`config.mk`:
```
export PLATFORM = sky130hd
export DESIGN_NAME = pfm_core
export DESIGN_NICKNAME = d
export VERILOG_FILES = /design/src/hdl/pfm_pkg.sv /design/src/hdl/pfm_core.sv
export VERILOG_INCLUDE_DIRS = /design/src /design/src/hdl
export SDC_FILE = /design/constraint.sdc
export NUM_CORES = 1
export LEC_CHECK = 0
export ABC_AREA = 1
export BUFFER_PORTS_ARGS = -buffer_cell sky130_fd_sc_hd__buf_2
export CAP_MARGIN = 5
export CORE_MARGIN = 10
export CORE_UTILIZATION = 25
export DETAILED_ROUTE_END_ITERATION = 10
export SLEW_MARGIN = 30
export SYNTH_ARGS = -nofsm -noshare
export SYNTH_HDL_FRONTEND = slang
export SYNTH_SLANG_ARGS = --single-unit
```
`constraint.sdc`:
```
create_clock -name CLK -period 3.8 [get_ports CLK]
set_clock_uncertainty 0.1 [all_clocks]
set_input_delay 0.76 -clock CLK [delete_from_list [all_inputs] [get_ports CLK]]
set_output_delay 0.76 -clock CLK [all_outputs]
set_load 0.01 [all_outputs]
```
`src/hdl/pfm_defines.svh`:
```
/*
  Constants of the program-flow and memory-map sequencer: vectors, memory
  sizes, data-memory bases and bank and page bit positions.
  Assumes inclusion by bare name from the sequencer and its package users.
*/
// Behaviour
// - Program store is 3072 bytes; program counter reaches every location.
// - After reset the first fetch is from address 0.
// - Taken external interrupt starts at address 3.
// - Taken serial interrupt starts at address 5.
// - Taken timer interrupt starts at address 7.
// - Three vectored sources, one priority level, no nesting.
// - Program space is 2K banks chosen by the bank-select operation.
// - Conditional branches stay inside the current 256-byte page.
// - Only an unconditional jump after bank select, an interrupt take or a return crosses banks.
// - Calls reach any page of the current bank; both returns restore the stacked address.
// - Data memory is 224 bytes, all reachable through pointer registers.
// - At most 16 locations are directly register addressed.
// - Eight-level return stack in data memory, three-bit pointer.
// - Interrupt/test pin fires on rising edge; level testable by branches.
// - Count test input is branch testable and clocks timer after start.
// - High reset level initialises; power-on circuit may drive reset pin.
// - Serial mode uses port line 3 and clock pin, both bidirectional.
// - Every instruction takes one or two machine cycles.
// - Reset clears stack pointer; push stores PC and three status bits.
// - Stack pointer wraps both ways, overwriting the deepest entry.
// - Both returns pop; only status-restoring return writes status back.
// - Working registers at 0-7 for bank zero, 24-31 for bank one.
`ifndef PFM_DEFINES_SVH
`define PFM_DEFINES_SVH

`define PFM_VEC_RESET 12'h000
`define PFM_VEC_EXT 12'h003
`define PFM_VEC_SER 12'h005
`define PFM_VEC_TMR 12'h007
`define PFM_ROM_TOP 12'hC00
`define PFM_RAM_TOP 8'hE0
`define PFM_STK_BASE 8'h08
`define PFM_WREG_BANK0_BASE 8'h00
`define PFM_WREG_BANK1_BASE 8'h18
`define PFM_BANK_BIT 11
`define PFM_PAGE_HI 11
`define PFM_PAGE_LO 8
`define PFM_SRC_EXT 0
`define PFM_SRC_SER 1
`define PFM_SRC_TMR 2
`define PFM_TMR_MAX 8'hFF

`endif

```
`src/hdl/pfm_pkg.sv`:
```
/*
  Types of the program-flow sequencer: the decoded operation codes.
  Assumes the decoder outside presents one of these codes per instruction.
*/
package pfm_pkg;
  typedef enum logic [3:0] {
    PFM_OP_SEQ = 4'h0,
    PFM_OP_JMP = 4'h1,
    PFM_OP_BR_T0_HIGH = 4'h2,
    PFM_OP_BR_T0_LOW = 4'h3,
    PFM_OP_BR_T1_HIGH = 4'h4,
    PFM_OP_BR_T1_LOW = 4'h5,
    PFM_OP_CALL = 4'h6,
    PFM_OP_PLAIN_RET = 4'h7,
    PFM_OP_STATUS_RET = 4'h8,
    PFM_OP_PROG_BANK0 = 4'h9,
    PFM_OP_PROG_BANK1 = 4'hA,
    PFM_OP_WREG_BANK0 = 4'hB,
    PFM_OP_WREG_BANK1 = 4'hC,
    PFM_OP_START_COUNT = 4'hD,
    PFM_OP_STOP_COUNT = 4'hE
  } pfm_op_t;
endpackage

```
`src/hdl/pfm_core.sv`:
```
/*
  Program sequencer and memory-map logic of a small 8-bit controller core:
  program counter with bank and page rules, vectored single-level interrupts,
  eight-level return stack, working-register mapping, event counter and the
  serial/reset pin steering.
  Assumes an instruction decoder that presents one decoded operation per
  accepted strobe, a ROM addressed by PC, and inputs synchronous to CLK.
*/
`timescale 1ns/100ps
`include "pfm_defines.svh"

module pfm_core #(
  parameter int PC_W = 12,
  parameter int SP_W = 3,
  parameter int TMR_W = 8
)
(
  input wire logic CLK,
  input wire logic SYS_RST,
  input wire logic POR_REQ,
  input wire logic OP_STB,
  input wire logic [3:0] OP_KIND,
  input wire logic [PC_W-1:0] OP_ARG,
  input wire logic OP_TWO_CYCLE,
  input wire logic [2:0] PSW_SAVE,
  input wire logic [2:0] REG_IDX,
  input wire logic [7:0] PTR_ADDR,
  input wire logic EXT_IRQ_TEST_ZERO_PIN,
  input wire logic COUNT_TEST_INPUT_PIN,
  input wire logic [2:0] IRQ_EN,
  input wire logic SER_IRQ,
  input wire logic SER_MODE,
  input wire logic SER_DATA_OUT,
  input wire logic SER_DATA_DRV,
  input wire logic SER_CLK_OUT,
  input wire logic SER_CLK_DRV,
  input wire logic [3:0] PORT2_LATCH,
  input wire logic SERIAL_DATA_PORT_LINE_I,
  input wire logic SCLK_I,
  output logic [PC_W-1:0] PC,
  output logic ROM_EN,
  output logic OP_ACK,
  output logic BUSY,
  output logic IN_SERVICE,
  output logic [SP_W-1:0] SP,
  output logic STK_WR,
  output logic STK_RD,
  output logic [7:0] STK_RAM_ADDR,
  output logic [15:0] STK_WR_DATA,
  output logic [2:0] PSW_RESTORE,
  output logic PSW_RESTORE_STB,
  output logic [7:0] REG_RAM_ADDR,
  output logic PTR_OK,
  output logic [TMR_W-1:0] TIMER_COUNT,
  output logic [3:0] PORT2_O,
  output logic [3:0] PORT2_OE,
  output logic SCLK_O,
  output logic SCLK_OE,
  output logic SER_DATA_IN,
  output logic SER_CLK_IN,
  output logic RESET_PIN_O,
  output logic RESET_PIN_OE
);

  localparam int DEPTH = 1 << SP_W;

  pfm_pkg::pfm_op_t op;
  logic op_go;
  logic irq_go;
  logic [2:0] pend_r;
  logic [2:0] pend_set, pend_clr;
  logic [2:0] irq_req;
  logic [PC_W-1:0] vec;
  logic ext_prev_r, t1_prev_r;
  logic ext_edge, t1_edge;
  logic cnt_en_r;
  logic tmr_ovf;
  logic prog_bank_r, wreg_bank_r;
  logic cond_hit;
  logic push, pop;
  logic [PC_W-1:0] pc_inc, pc_nxt;
  logic [SP_W-1:0] sp_dec;
  logic [14:0] stk_mem_r [0:DEPTH-1];
  logic [14:0] top_entry;

  assign op = pfm_pkg::pfm_op_t'(OP_KIND);

  // Inputs are synchronous, one flop is enough for edge detection
  assign ext_edge = EXT_IRQ_TEST_ZERO_PIN & ~ext_prev_r;
  assign t1_edge = COUNT_TEST_INPUT_PIN & ~t1_prev_r;
  assign tmr_ovf = cnt_en_r & t1_edge & (TIMER_COUNT == `PFM_TMR_MAX);

  assign irq_req = pend_r & IRQ_EN;
  // Service holds off further takes until the status-restoring return
  assign irq_go = ~SYS_RST & ~BUSY & ~IN_SERVICE & (|irq_req);
  // A request presented in the same cycle as an interrupt take is dropped
  assign op_go = OP_STB & ~BUSY & ~irq_go;

  assign push = irq_go | (op_go & (op == pfm_pkg::PFM_OP_CALL));
  assign pop = op_go & ((op == pfm_pkg::PFM_OP_PLAIN_RET) | (op == pfm_pkg::PFM_OP_STATUS_RET));
  assign sp_dec = SP - {{(SP_W-1){1'b0}}, 1'b1};
  assign top_entry = stk_mem_r[sp_dec];
  // Increment stays inside the bank; only jumps, interrupt takes and returns may change bank
  assign pc_inc = {PC[`PFM_BANK_BIT], PC[`PFM_BANK_BIT-1:0] + 11'h001};

  always_comb
  begin
    pend_set = 3'h0;
    pend_set[`PFM_SRC_EXT] = ext_edge;
    pend_set[`PFM_SRC_SER] = SER_IRQ;
    pend_set[`PFM_SRC_TMR] = tmr_ovf;
    pend_clr = 3'h0;
    vec = `PFM_VEC_RESET;
    // Single level: fixed order only breaks ties
    if (irq_req[`PFM_SRC_EXT])
    begin
      vec = `PFM_VEC_EXT;
      pend_clr[`PFM_SRC_EXT] = irq_go;
    end
    else if (irq_req[`PFM_SRC_SER])
    begin
      vec = `PFM_VEC_SER;
      pend_clr[`PFM_SRC_SER] = irq_go;
    end
    else if (irq_req[`PFM_SRC_TMR])
    begin
      vec = `PFM_VEC_TMR;
      pend_clr[`PFM_SRC_TMR] = irq_go;
    end
  end

  always_comb
  begin
    cond_hit = 1'b0;
    unique case (op)
      pfm_pkg::PFM_OP_BR_T0_HIGH: cond_hit = EXT_IRQ_TEST_ZERO_PIN;
      pfm_pkg::PFM_OP_BR_T0_LOW: cond_hit = ~EXT_IRQ_TEST_ZERO_PIN;
      pfm_pkg::PFM_OP_BR_T1_HIGH: cond_hit = COUNT_TEST_INPUT_PIN;
      pfm_pkg::PFM_OP_BR_T1_LOW: cond_hit = ~COUNT_TEST_INPUT_PIN;
      default: cond_hit = 1'b0;
    endcase
  end

  always_comb
  begin
    pc_nxt = PC;
    if (irq_go)
      pc_nxt = vec;
    else if (op_go)
    begin
      unique case (op)
        pfm_pkg::PFM_OP_JMP: pc_nxt = {prog_bank_r, OP_ARG[`PFM_BANK_BIT-1:0]};
        pfm_pkg::PFM_OP_BR_T0_HIGH,
        pfm_pkg::PFM_OP_BR_T0_LOW,
        pfm_pkg::PFM_OP_BR_T1_HIGH,
        pfm_pkg::PFM_OP_BR_T1_LOW:
          pc_nxt = cond_hit ? {PC[`PFM_PAGE_HI:`PFM_PAGE_LO], OP_ARG[`PFM_PAGE_LO-1:0]} : pc_inc;
        pfm_pkg::PFM_OP_CALL: pc_nxt = {PC[`PFM_BANK_BIT], OP_ARG[`PFM_BANK_BIT-1:0]};
        pfm_pkg::PFM_OP_PLAIN_RET,
        pfm_pkg::PFM_OP_STATUS_RET: pc_nxt = top_entry[PC_W-1:0];
        default: pc_nxt = pc_inc;
      endcase
    end
  end

  always_ff @(posedge CLK)
  begin
    if (SYS_RST)
    begin
      PC <= `PFM_VEC_RESET;
      ROM_EN <= 1'b1;
    end
    else
    begin
      PC <= pc_nxt;
      ROM_EN <= pc_nxt < `PFM_ROM_TOP;
    end
  end

  // Forced interrupt call and two-cycle instructions both hold one more cycle
  always_ff @(posedge CLK)
  begin
    if (SYS_RST)
    begin
      BUSY <= 1'b0;
      OP_ACK <= 1'b0;
    end
    else
    begin
      BUSY <= irq_go | (op_go & OP_TWO_CYCLE);
      OP_ACK <= op_go;
    end
  end

  // Set beats clear when an event lands on the take cycle
  always_ff @(posedge CLK)
  begin
    // Pins tracked through reset so a level held high gives no edge
    ext_prev_r <= EXT_IRQ_TEST_ZERO_PIN;
    t1_prev_r <= COUNT_TEST_INPUT_PIN;
    if (SYS_RST)
    begin
      pend_r <= 3'h0;
      IN_SERVICE <= 1'b0;
    end
    else
    begin
      pend_r <= (pend_r & ~pend_clr) | pend_set;
      if (irq_go)
        IN_SERVICE <= 1'b1;
      else if (op_go && op == pfm_pkg::PFM_OP_STATUS_RET)
        IN_SERVICE <= 1'b0;
    end
  end

  always_ff @(posedge CLK)
  begin
    if (SYS_RST)
    begin
      prog_bank_r <= 1'b0;
      wreg_bank_r <= 1'b0;
    end
    else if (op_go)
    begin
      if (op == pfm_pkg::PFM_OP_PROG_BANK0 || op == pfm_pkg::PFM_OP_PROG_BANK1)
        prog_bank_r <= (op == pfm_pkg::PFM_OP_PROG_BANK1);
      if (op == pfm_pkg::PFM_OP_WREG_BANK0 || op == pfm_pkg::PFM_OP_WREG_BANK1)
        wreg_bank_r <= (op == pfm_pkg::PFM_OP_WREG_BANK1);
    end
  end

  always_ff @(posedge CLK)
  begin
    if (SYS_RST)
    begin
      cnt_en_r <= 1'b0;
      TIMER_COUNT <= '0;
    end
    else
    begin
      if (op_go && op == pfm_pkg::PFM_OP_START_COUNT)
        cnt_en_r <= 1'b1;
      else if (op_go && op == pfm_pkg::PFM_OP_STOP_COUNT)
        cnt_en_r <= 1'b0;
      if (cnt_en_r && t1_edge)
        TIMER_COUNT <= TIMER_COUNT + 8'h01;
    end
  end

  // Stack storage mirrors the data-memory pair written through STK_*
  always_ff @(posedge CLK)
  begin
    if (push)
      stk_mem_r[SP] <= {PSW_SAVE, irq_go ? PC : pc_inc};
  end

  always_ff @(posedge CLK)
  begin
    if (SYS_RST)
    begin
      SP <= '0;
      STK_WR <= 1'b0;
      STK_RD <= 1'b0;
      STK_RAM_ADDR <= `PFM_STK_BASE;
      STK_WR_DATA <= 16'h0000;
      PSW_RESTORE <= 3'h0;
      PSW_RESTORE_STB <= 1'b0;
    end
    else
    begin
      STK_WR <= push;
      STK_RD <= pop;
      PSW_RESTORE_STB <= pop & (op == pfm_pkg::PFM_OP_STATUS_RET);
      if (push)
      begin
        SP <= SP + 3'h1;
        STK_RAM_ADDR <= `PFM_STK_BASE + {4'h0, SP, 1'b0};
        STK_WR_DATA <= {PSW_SAVE, 1'b0, irq_go ? PC : pc_inc};
      end
      else if (pop)
      begin
        SP <= sp_dec;
        STK_RAM_ADDR <= `PFM_STK_BASE + {4'h0, sp_dec, 1'b0};
        if (op == pfm_pkg::PFM_OP_STATUS_RET)
          PSW_RESTORE <= top_entry[14:12];
      end
    end
  end

  always_ff @(posedge CLK)
  begin
    if (SYS_RST)
    begin
      REG_RAM_ADDR <= `PFM_WREG_BANK0_BASE;
      PTR_OK <= 1'b0;
    end
    else
    begin
      // Two banks of eight give the sixteen direct locations
      REG_RAM_ADDR <= (wreg_bank_r ? `PFM_WREG_BANK1_BASE : `PFM_WREG_BANK0_BASE) + {5'h00, REG_IDX};
      PTR_OK <= PTR_ADDR < `PFM_RAM_TOP;
    end
  end

  always_ff @(posedge CLK)
  begin
    if (SYS_RST)
    begin
      PORT2_O <= 4'hF;
      PORT2_OE <= 4'h0;
      SCLK_O <= 1'b0;
      SCLK_OE <= 1'b0;
      SER_DATA_IN <= 1'b0;
      SER_CLK_IN <= 1'b0;
    end
    else
    begin
      PORT2_O <= {SER_MODE ? SER_DATA_OUT : PORT2_LATCH[3], PORT2_LATCH[2:0]};
      PORT2_OE <= {SER_MODE ? SER_DATA_DRV : 1'b1, 3'h7};
      SCLK_O <= SER_MODE & SER_CLK_OUT;
      SCLK_OE <= SER_MODE & SER_CLK_DRV;
      SER_DATA_IN <= SERIAL_DATA_PORT_LINE_I;
      SER_CLK_IN <= SCLK_I;
    end
  end

  // Not reset: the power-on request must still reach the pin while reset is held
  always_ff @(posedge CLK)
  begin
    RESET_PIN_O <= POR_REQ;
    RESET_PIN_OE <= POR_REQ;
  end
endmodule

```
==> summary.md, run 1 <==
| Metric | Value |
|---|---|
| Outcome | `finished clean` |
| CTS tree | `yes` |
| Final hold violations | `0` |
| EDFF count, synth | `120` |
| Sequential cell area fraction in the yosys report | `60.5%` |
| Most frequent cells after synthesis | `nand2_1, nor2_1, edfxtp_1` |
| CTS Sinks | `196` |
| Root buf cell | `clkbuf_16` |
| Router iterations before antenna repair | `5` |
| Nets | `1045` |
| Final setup viols | `0` |
| # hold bufs at CTS | `0` |
| Sw Share | `26.2%` |
| Clk_lat worst skew | `440 ps` |
| Initial antenna violation count | `0` |
| CTS clk-pin slew, worst paths | `70 ps` |
| Worst setup margin | `1010 ps` |
| Seq pwr share | `49.3%` |
| Yosys top cell area share | `42.5%` |
| Mapped cell area | `8470 sq um` |
| Placeable core region | `33400 sq um` |
| Routed len/inst | `15.7 microns` |
| Global route overflow | `0` |
| HP Class | `reg -> reg` |
| Combinational power share | `13.0%` |
| Largest net degree at the start of global routing | `69` |
| Routed wire length | `22.8 mm` |
| Psw | `1260 uW` |
| Yosys reg bits | `196` |
| Asr flop ratio synth | `0%` |
| Pleak | `0.00405 uW` |
| Clock tree buffer depth | `2` |
| Detailed Place HPWL | `15.9 mm` |
| Crit path DAT | `3060 ps` |
| Crit share post-route | `73.5%` |
| Layout cells sized above 1 | `22.5%` |
| Post-Place Setup Slack | `767 ps` |
| Predominant post-synthesis flop cell | `edfxtp_1` |
| Min Tclk post-route | `2790 ps` |
| Vias | `6392` |
| Syn_area_per_cell | `9.69 sq um` |
| Post-synth top area cell | `edfxtp_1` |
| Ports | `132` |
| Endpoint class of the critical path | `flop` |
| Post-CTS resize count | `0` |
| P_int | `3560 uW` |
| Max Cap Viol | `0` |
| CTS Buf Count | `17` |
| Area added between synthesis and finish | `19.6%` |
| DRC violations left | `0` |
| Worst vdd ir | `0.341 mV` |
| Critical path class | `reg -> reg` |
| GRT Total Usage | `10.8%` |
| Slew Viols, Final | `0` |
| Post-CTS setup repair buffer count | `0` |
| Antenna cell count | `0` |
| Htree depth | `4` |
| Worst-margin pin slew | `867 ps` |
| Yosys warning count | `0` |
| Die Wd | `204 microns` |
| Max transition margin | `42.2%` |
| Vias per cell | `4.41` |
| Most common cell in the netlist | `nand2_1` |
| Vias in the first global route | `6200` |
| Synthesized instance count | `874` |
| TNS Setup | `0 ps` |
| Number of routed nets with antenna violations | `0` |
| Row cnt | `67` |
| GPL Wtd Cong | `0.849` |
| Clock share of power | `37.6%` |
| Initial core utilization | `25.3%` |
| # port buffers | `117` |
| Initial DRC Count | `486` |
| First-pass GRT wire length | `35.3 mm` |
| Fmax | `358 MHz` |
| Top cells by area, synth | `edfxtp_1, dfxtp_1, nand2_1` |
| Pwr dens | `477 nW/um^2` |
| Die area | `41600 sq um` |
| CP max FO | `23` |
| CP startpoint kind | `flop` |
| RSZ-0062 raised after global routing | `no` |
| Data required time at the worst endpoint | `4070 ps` |
| Die height | `204 microns` |
| Cell variety after synth | `46` |
-- metrics by stage --
step           area [sq um]  utilization, %  cells  hold WS [ps]  total power [uW]
2_1_floorplan          8500               -    881           299              2840
3_3_place_gp           9540            28.5   1416           306              3060
3_5_place_dp           9540            28.5   1416           308              3060
4_1_cts               10100            30.3   1448           312              4860
5_1_grt               10100            30.3   1448           319              5020
6_report              10100            30.3   1448           319              4830
-- layer usage --
layer | GRT usage [%] | part of all wire (%)
met1 | 13.2 | 43
met5 | 0 | 0
met3 | 2.63 | 6.2
met4 | 3.97 | 1.6
met2 | 18.1 | 49
-- power groups by stage --
stage	Clock, uW	Sequential (uW)	Combinational [uW]
global route	1920	2390	705
CTS	1840	2380	637
global placement	0	2430	629
detailed placement	0	2430	634
finish	1820	2380	628
floorplan	0	2440	397
-- path summary, 6_finish.rpt --
kind / to / start / cells past startpoint / slack [ps]
worst max-delay path: PC[9] / SP[1] / 9 / 1010
worst min register to register: pend_r[0] / ext_prev_r / 1 / 320
worst min-delay path: pend_r[0] / ext_prev_r / 1 / 320
worst max register to register: PC[9] / SP[1] / 9 / 1010
-- flip-flops by register name, indices dropped and copies added, names as in the netlist, 3 cells and up --
register,count
STK_WR_DATA,15
SP,3
pend_r,3
PSW_RESTORE,3
stk_mem_r,120
REG_RAM_ADDR,4
PORT2_O,4
STK_RAM_ADDR,4
TIMER_COUNT,8
PC,12
-- worst max-delay path: stages, from the launching register on --
cell	delay (ps)
dfxtp_1	570
inv_1	240
ha_1	340
inv_1	640
o21ai_0	200
o22ai_1	160
nor2_1	60
nor2_1	220
nor2_1	70
a21oi_1	120
-- cell usage in the layout (no fill, tap or decap), types with 4 or more instances in the layout --
| cell | instances |
|---|---|
| nand2_1 | 135 |
| nor2_1 | 132 |
| edfxtp_1 | 120 |
| buf_2 | 117 |
| o21ai_0 | 83 |
| dfxtp_1 | 75 |
| inv_1 | 62 |
| nand3_1 | 40 |
| a21oi_1 | 37 |
| o21ai_1 | 20 |
| buf_4 | 19 |
| clkbuf_16 | 17 |
| nand2_2 | 13 |
| inv_2 | 10 |
| nor3_2 | 9 |
| xor2_1 | 8 |
| o22ai_1 | 8 |
| conb_1 | 8 |
| nor3_1 | 7 |
| o211ai_1 | 7 |
| o221ai_1 | 7 |
| ha_1 | 6 |
| nor2_4 | 5 |
| nand2_4 | 4 |
| o21bai_1 | 4 |
| clkinvlp_4 | 4 |
-- area by class of cell --
class	instances	area [sq um]
Tap cell	448	561
Clock buffer	19	433
Clock inverter	13	159
Multi-Input combinational cell	563	2850
Fill cell	3478	23300
Inverter	73	277
Timing Repair Buffer	136	728
Sequential cell	196	5130
-- cells by family (layout without fill, tap and decap cells) --
group	count (synthesis)	after routing	synth area share (%)
DFF	196	196	60.5
and+or+nand+nor	360	360	18.8
adders and majority gates	6	6	0.886
AOI/OAI and AO/OA	179	179	11.9
buffers and inverters	122	241	6.68
xor gates and xnor gates	10	10	1.21
other	1	8	0.0443
Power figures use the tool's default switching activity.
==> inputs of run 2 (changes only) <==
ABC_AREA = 0   (was 1)
clock period = 2.9 ns   (was 3.8 ns; I/O delays follow)
==> run 2 against run 1 <==
Effect of this change: sequential cell count unchanged; final area decreased by 0.22%; fmax increased by 8.3%; utilization increased by 0.94 points; critical endpoint is now PC[2]; sequential share of layout area increased by 0.11 points; non-clock buffer count increased by 24; clock power increased by 25%; power increased by 29%; global-route usage increased by 0.54 points; sequential power increased by 31%; setup slack got worse by 690 ps; critical path type unchanged.
==> summary.md, run 2 <==
| Metric | Value |
|---|---|
| Outcome | `finished clean` |
| # fillers | `3315` |
| Max transition margin | `43.1%` |
| Layout cells sized above 1 | `30.7%` |
| Syn_area_per_cell | `12.8 sq um` |
| Most frequent cells in the layout | `edfxtp_1, buf_2, dfxtp_1` |
| Crit share post-route | `88.9%` |
| Sw Share | `27.2%` |
| Vias | `5728` |
| Initial antenna violation count | `1` |
| Clock share of power | `36.6%` |
| Combinational power share | `13.3%` |
| Setup crit end | `PC[2]` |
| Die area | `40300 sq um` |
| CP startpoint | `SP[0]` |
| Antenna cell count | `0` |
| CTS Buf Count | `17` |
| Die Wd | `201 microns` |
| Htree depth | `4` |
| Number of routed nets with antenna violations | `0` |
| Pwr dens | `614 nW/um^2` |
| Post-Place Setup Slack | `213 ps` |
| Initial DRC Count | `529` |
| R2R Path End | `PC[2]` |
| Global route overflow | `0` |
| Max reg flops | `120` |
| Min Tclk post-route | `2580 ps` |
| Yosys top cell area share | `44.1%` |
| Post-CTS setup repair buffer count | `0` |
| DRC violations left | `0` |
| Endpoint class of the critical path | `flop` |
| Clock tree buffer depth | `2` |
| Max Cap Viol | `0` |
| Pleak | `0.00372 uW` |
| Fmax | `388 MHz` |
| CTS Sinks | `196` |
| CP startpoint kind | `flop` |
| Grt peak-use layer | `met2` |
| Top cells by area, synth | `edfxtp_1, dfxtp_1, mux4_2` |
| Worst setup margin | `322 ps` |
| R2r startpoint | `SP[0]` |
| CTS clk-pin slew, worst paths | `70 ps` |
| CTS tree | `yes` |
| P_int | `4520 uW` |
| Initial core utilization | `25.2%` |
| Vias per cell | `4.63` |
| Most frequent cells after synthesis | `edfxtp_1, dfxtp_1, nand2_1` |
| Routed len/inst | `18.8 microns` |
| Detailed Place HPWL | `16.5 mm` |
| Data required time at the worst endpoint | `3110 ps` |
| Final setup viols | `0` |
| Top reg by flops | `stk_mem_r` |
| Row cnt | `66` |
| Nets | `839` |
| Reg2Reg Setup Slack | `320 ps` |
| GRT Total Usage | `11.3%` |
| Seq pwr share | `50.1%` |
| Router iterations before antenna repair | `5` |
| Worst-margin pin slew | `847 ps` |
| Placeable core region | `32400 sq um` |
| Most common cell in the netlist | `edfxtp_1` |
| M2 GR Usage | `17.4%` |
| HP Class | `in -> reg` |
| Yosys reg bits | `196` |
| RSZ-0062 raised after global routing | `no` |
| First-pass GRT wire length | `35.5 mm` |
| Cell variety after synth | `66` |
| CP max FO | `16` |
| Largest net degree at the start of global routing | `54` |
| Final hold violations | `0` |
| Psw | `1690 uW` |
| Root buf cell | `clkbuf_16` |
| Mapped cell area | `8170 sq um` |
| Routed wire length | `23.2 mm` |
| Area added between synthesis and finish | `23.8%` |
| Asr flop ratio synth | `0%` |
| TNS Setup | `0 ps` |
| Biggest regs | `stk_mem_r: 120 flops, STK_WR_DATA: 15 flops, PC: 12 flops` |
| GPL Wtd Cong | `0.844` |
| Post-synth top area cell | `edfxtp_1` |
| Worst-case reg-to-reg path depth | `8` |
| EDFF count, synth | `120` |
| Met1 Use GR | `15.1%` |
| Placement Cell Area | `9550 sq um` |
| Crit path DAT | `2790 ps` |
| Critical path class | `reg -> reg` |
| Ports | `132` |
| Yosys warning count | `0` |
| Die height | `201 microns` |
| Predominant post-synthesis flop cell | `edfxtp_1` |
| Synthesized instance count | `640` |
| Most common cell after layout, fill and taps aside | `edfxtp_1` |
| Post-route cell area | `10100 sq um` |
| Layout Utilization | `31.2%` |
| # port buffers | `117` |
| Vias in the first global route | `5690` |
| Post-CTS resize count | `0` |
| Sequential cell area fraction in the yosys report | `62.8%` |
| Slew Viols, Final | `0` |
| Grt met3 use | `3.53%` |
| Clk_lat worst skew | `430 ps` |
| Worst vdd ir | `0.420 mV` |
| # hold bufs at CTS | `0` |
run 2: worst min-delay path by stage:
stage / startpoint / end / slack (ps) / cells after the start
floorplan: wreg_bank_r / REG_RAM_ADDR[3] / 360 / 1
global placement: STK_WR_DATA[11] / STK_WR_DATA[11] / 340 / 2
detailed placement: STK_WR_DATA[13] / STK_WR_DATA[13] / 350 / 2
CTS: POR_REQ / RESET_PIN_OE / 120 / 1
global route: POR_REQ / RESET_PIN_OE / 130 / 1
finish: POR_REQ / RESET_PIN_OE / 150 / 1
run 2: kinds of logic after synthesis:
| logic type | share of synthesized area, % |
|---|---|
| compound gates | 9.32 |
| fa+ha+maj | 0.919 |
| xor+xnor | 2.57 |
| flops | 62.8 |
| other cells | 0.0459 |
| mux | 9.13 |
| buf+inv | 3.28 |
| simple gates | 12.0 |
run 2: power groups by stage:
stage	logic, uW	clock network [uW]	registers, uW
final	826	2270	3110
after global routing	905	2430	3120
after CTS	833	2330	3110
after global placement	823	0	3170
after detailed placement	829	0	3170
after floorplan	479	0	3180
run 2: cell type report:
class,instances,area [sq um],area share [%]
multi-input cells,397,2840,28.1
well taps,442,553,5.47
flip-flops and latches,196,5130,50.7
inverters,9,33.8,0.334
clock buffers,17,425,4.21
clock inverters,15,133,1.31
repair buffers,160,996,9.85
run 2: metal layers:
layer | vias up | share of wire (%)
met3 | 22 | 7.7
li1 | 2650 | -
met4 | 0 | 1.4
met1 | 2834 | 46
met5 | - | 0
met2 | 222 | 45
run 2: stage by stage:
stage | std cells | hold slack [ps] | power [uW]
after floorplan | 647 | 358 | 3660
after global placement | 1204 | 340 | 3990
after detailed placement | 1204 | 345 | 4000
after CTS | 1236 | 122 | 6270
after global routing | 1236 | 132 | 6450
final | 1236 | 146 | 6210
run 2: worst max-delay path, stage by stage, from the launching register on:
cell and delay (ps):
dfxtp_2 350, inv_1 100, ha_1 560, buf_4 340, mux4_2 330, nand2_1 90
nand2_1 100, a221oi_1 340, o22ai_1 140
==> inputs of run 3 (changes only) <==
CORE_MARGIN = unset   (was 10)
CORE_UTILIZATION = 35   (was 25)
==> run 3 against run 2 <==
Effect of this change: routed wire length shrank 9.4%; power grew 4.3%; critical path depth is the same; non-clock buffer count grew 10; register-to-register slack lost 140 ps; count of clock-buffer cells in the layout grew 1; first-iteration DRC count shrank 26%; final cell count shrank 9.6%; sequential share of layout area grew 0.17 points.
==> summary.md, run 3 (synthesized netlist as in run 2, its figures left out) <==
| Metric | Value |
|---|---|
| Root buf cell | `clkbuf_16` |
| Top reg by flops | `stk_mem_r` |
| Row cnt | `55` |
| R2r startpoint | `SP[0]` |
| Global route overflow | `0` |
| CP max FO | `5` |
| Crit path DAT | `2930 ps` |
| Most common cell after layout, fill and taps aside | `edfxtp_1` |
| Largest net degree at the start of global routing | `54` |
| Worst vdd ir | `0.418 mV` |
| Final setup viols | `0` |
| Crit share post-route | `93.6%` |
| Initial core utilization | `35.8%` |
| GRT Total Usage | `18.0%` |
| Max transition margin | `40.5%` |
| DRC violations left | `0` |
| Pleak | `0.00380 uW` |
| Antenna cell count | `0` |
| Die area | `23900 sq um` |
| First-pass GRT wire length | `31.8 mm` |
| Hold_sp | `POR_REQ` |
| # port buffers | `117` |
| Hold depth | `1` |
| Routed wire length | `21.1 mm` |
| Reg2Reg Setup Slack | `190 ps` |
| Outcome | `finished clean` |
| Clock tree buffer depth | `2` |
| CTS tree | `yes` |
| Fmax | `368 MHz` |
| Number of routed nets with antenna violations | `0` |
| Post-Place Setup Slack | `218 ps` |
| Clk_lat worst skew | `440 ps` |
| Worst-case reg-to-reg path depth | `8` |
| CP startpoint kind | `flop` |
| TNS Setup | `0 ps` |
| Biggest regs | `stk_mem_r: 120 flops, STK_WR_DATA: 15 flops, PC: 12 flops` |
| Die height | `155 microns` |
| Layout cells sized above 1 | `31.7%` |
| Max reg flops | `120` |
| # hold bufs at CTS | `0` |
| Initial antenna violation count | `1` |
| Data required time at the worst endpoint | `3120 ps` |
| Htree depth | `4` |
| Post-route cell area | `10100 sq um` |
| Placeable core region | `22800 sq um` |
| Worst setup margin | `185 ps` |
| Area added between synthesis and finish | `23.4%` |
| Vias per cell | `5.15` |
| Max Cap Viol | `0` |
| Final hold violations | `0` |
| Pwr dens | `643 nW/um^2` |
| Layout Utilization | `44.2%` |
| Vias | `5755` |
| Router iterations before antenna repair | `5` |
| Most frequent cells in the layout | `edfxtp_1, buf_2, dfxtp_1` |
| CTS clk-pin slew, worst paths | `80 ps` |
| Initial DRC Count | `392` |
| Ports | `132` |
| Post-CTS setup repair buffer count | `0` |
| Die Wd | `155 microns` |
| CTS Buf Count | `17` |
| HP Class | `in -> reg` |
| Worst-margin pin slew | `886 ps` |
| Endpoint class of the critical path | `flop` |
| CTS Sinks | `196` |
| Placement Cell Area | `9430 sq um` |
| Min Tclk post-route | `2710 ps` |
| Detailed Place HPWL | `14.4 mm` |
| Critical path class | `reg -> reg` |
| Vias in the first global route | `5462` |
| Tot Pwr | `6470 uW` |
| R2R Path End | `PC[4]` |
| GPL Wtd Cong | `0.831` |
| Nets | `849` |
| RSZ-0062 raised after global routing | `no` |
| Slew Viols, Final | `0` |
| Post-CTS resize count | `0` |
| Worst Hold Endpoint | `RESET_PIN_OE` |
| Routed len/inst | `18.8 microns` |
[run 3: layout make-up]
class                   count  area (sq um)
fillers                  2133         12700
flip-flops and latches    196          5130
multi-input cells         397          2850
repair buffers            170          1030
clock buffers              18           429
well taps                 313           392
clock inverters            14           210
inverters                   9          33.8
[run 3: per-stage QoR]
stage               hold slack [ps]  cells
floorplan                       358    647
global placement                341   1085
detailed placement              347   1085
CTS                             123   1117
global route                    125   1117
finish                          139   1117
[run 3: worst max-delay path by stage]
stage	startpoint	depth (start not counted)	slack [ps]	endpoint
2_1_floorplan	SYS_RST	6	-430	stk_mem_r[1][0]
3_3_place_gp	OP_KIND[1]	6	250	STK_RAM_ADDR[1]
3_5_place_dp	IRQ_EN[0]	8	220	STK_WR_DATA[0]
4_1_cts	SP[0]	8	240	PC[4]
5_1_grt	SP[0]	8	20	PC[4]
6_report	SP[0]	8	190	PC[4]
[run 3: worst max-delay path, cell delays in order (launching register included)]
cell      delay, ps
dfxtp_2         320
inv_1           140
ha_1            300
xor2_2          310
mux4_2          530
and3_1          190
a221oi_1        390
o31a_1          220
o22ai_1         100
[run 3: routing by layer]
layer	global-route usage [%]	vias to the layer above	part of all wire, %
li1	-	2682	-
met1	24.5	2852	46
met2	28.4	190	46
met3	3.70	29	5.9
met4	6.32	2	2.0
met5	0	-	0.062
[run 3: report_power, final]
part           total (uW)  internal (uW)  switching (uW)
registers            3100           3050            51.0
logic                 827            336             491
clock network        2540           1410            1140
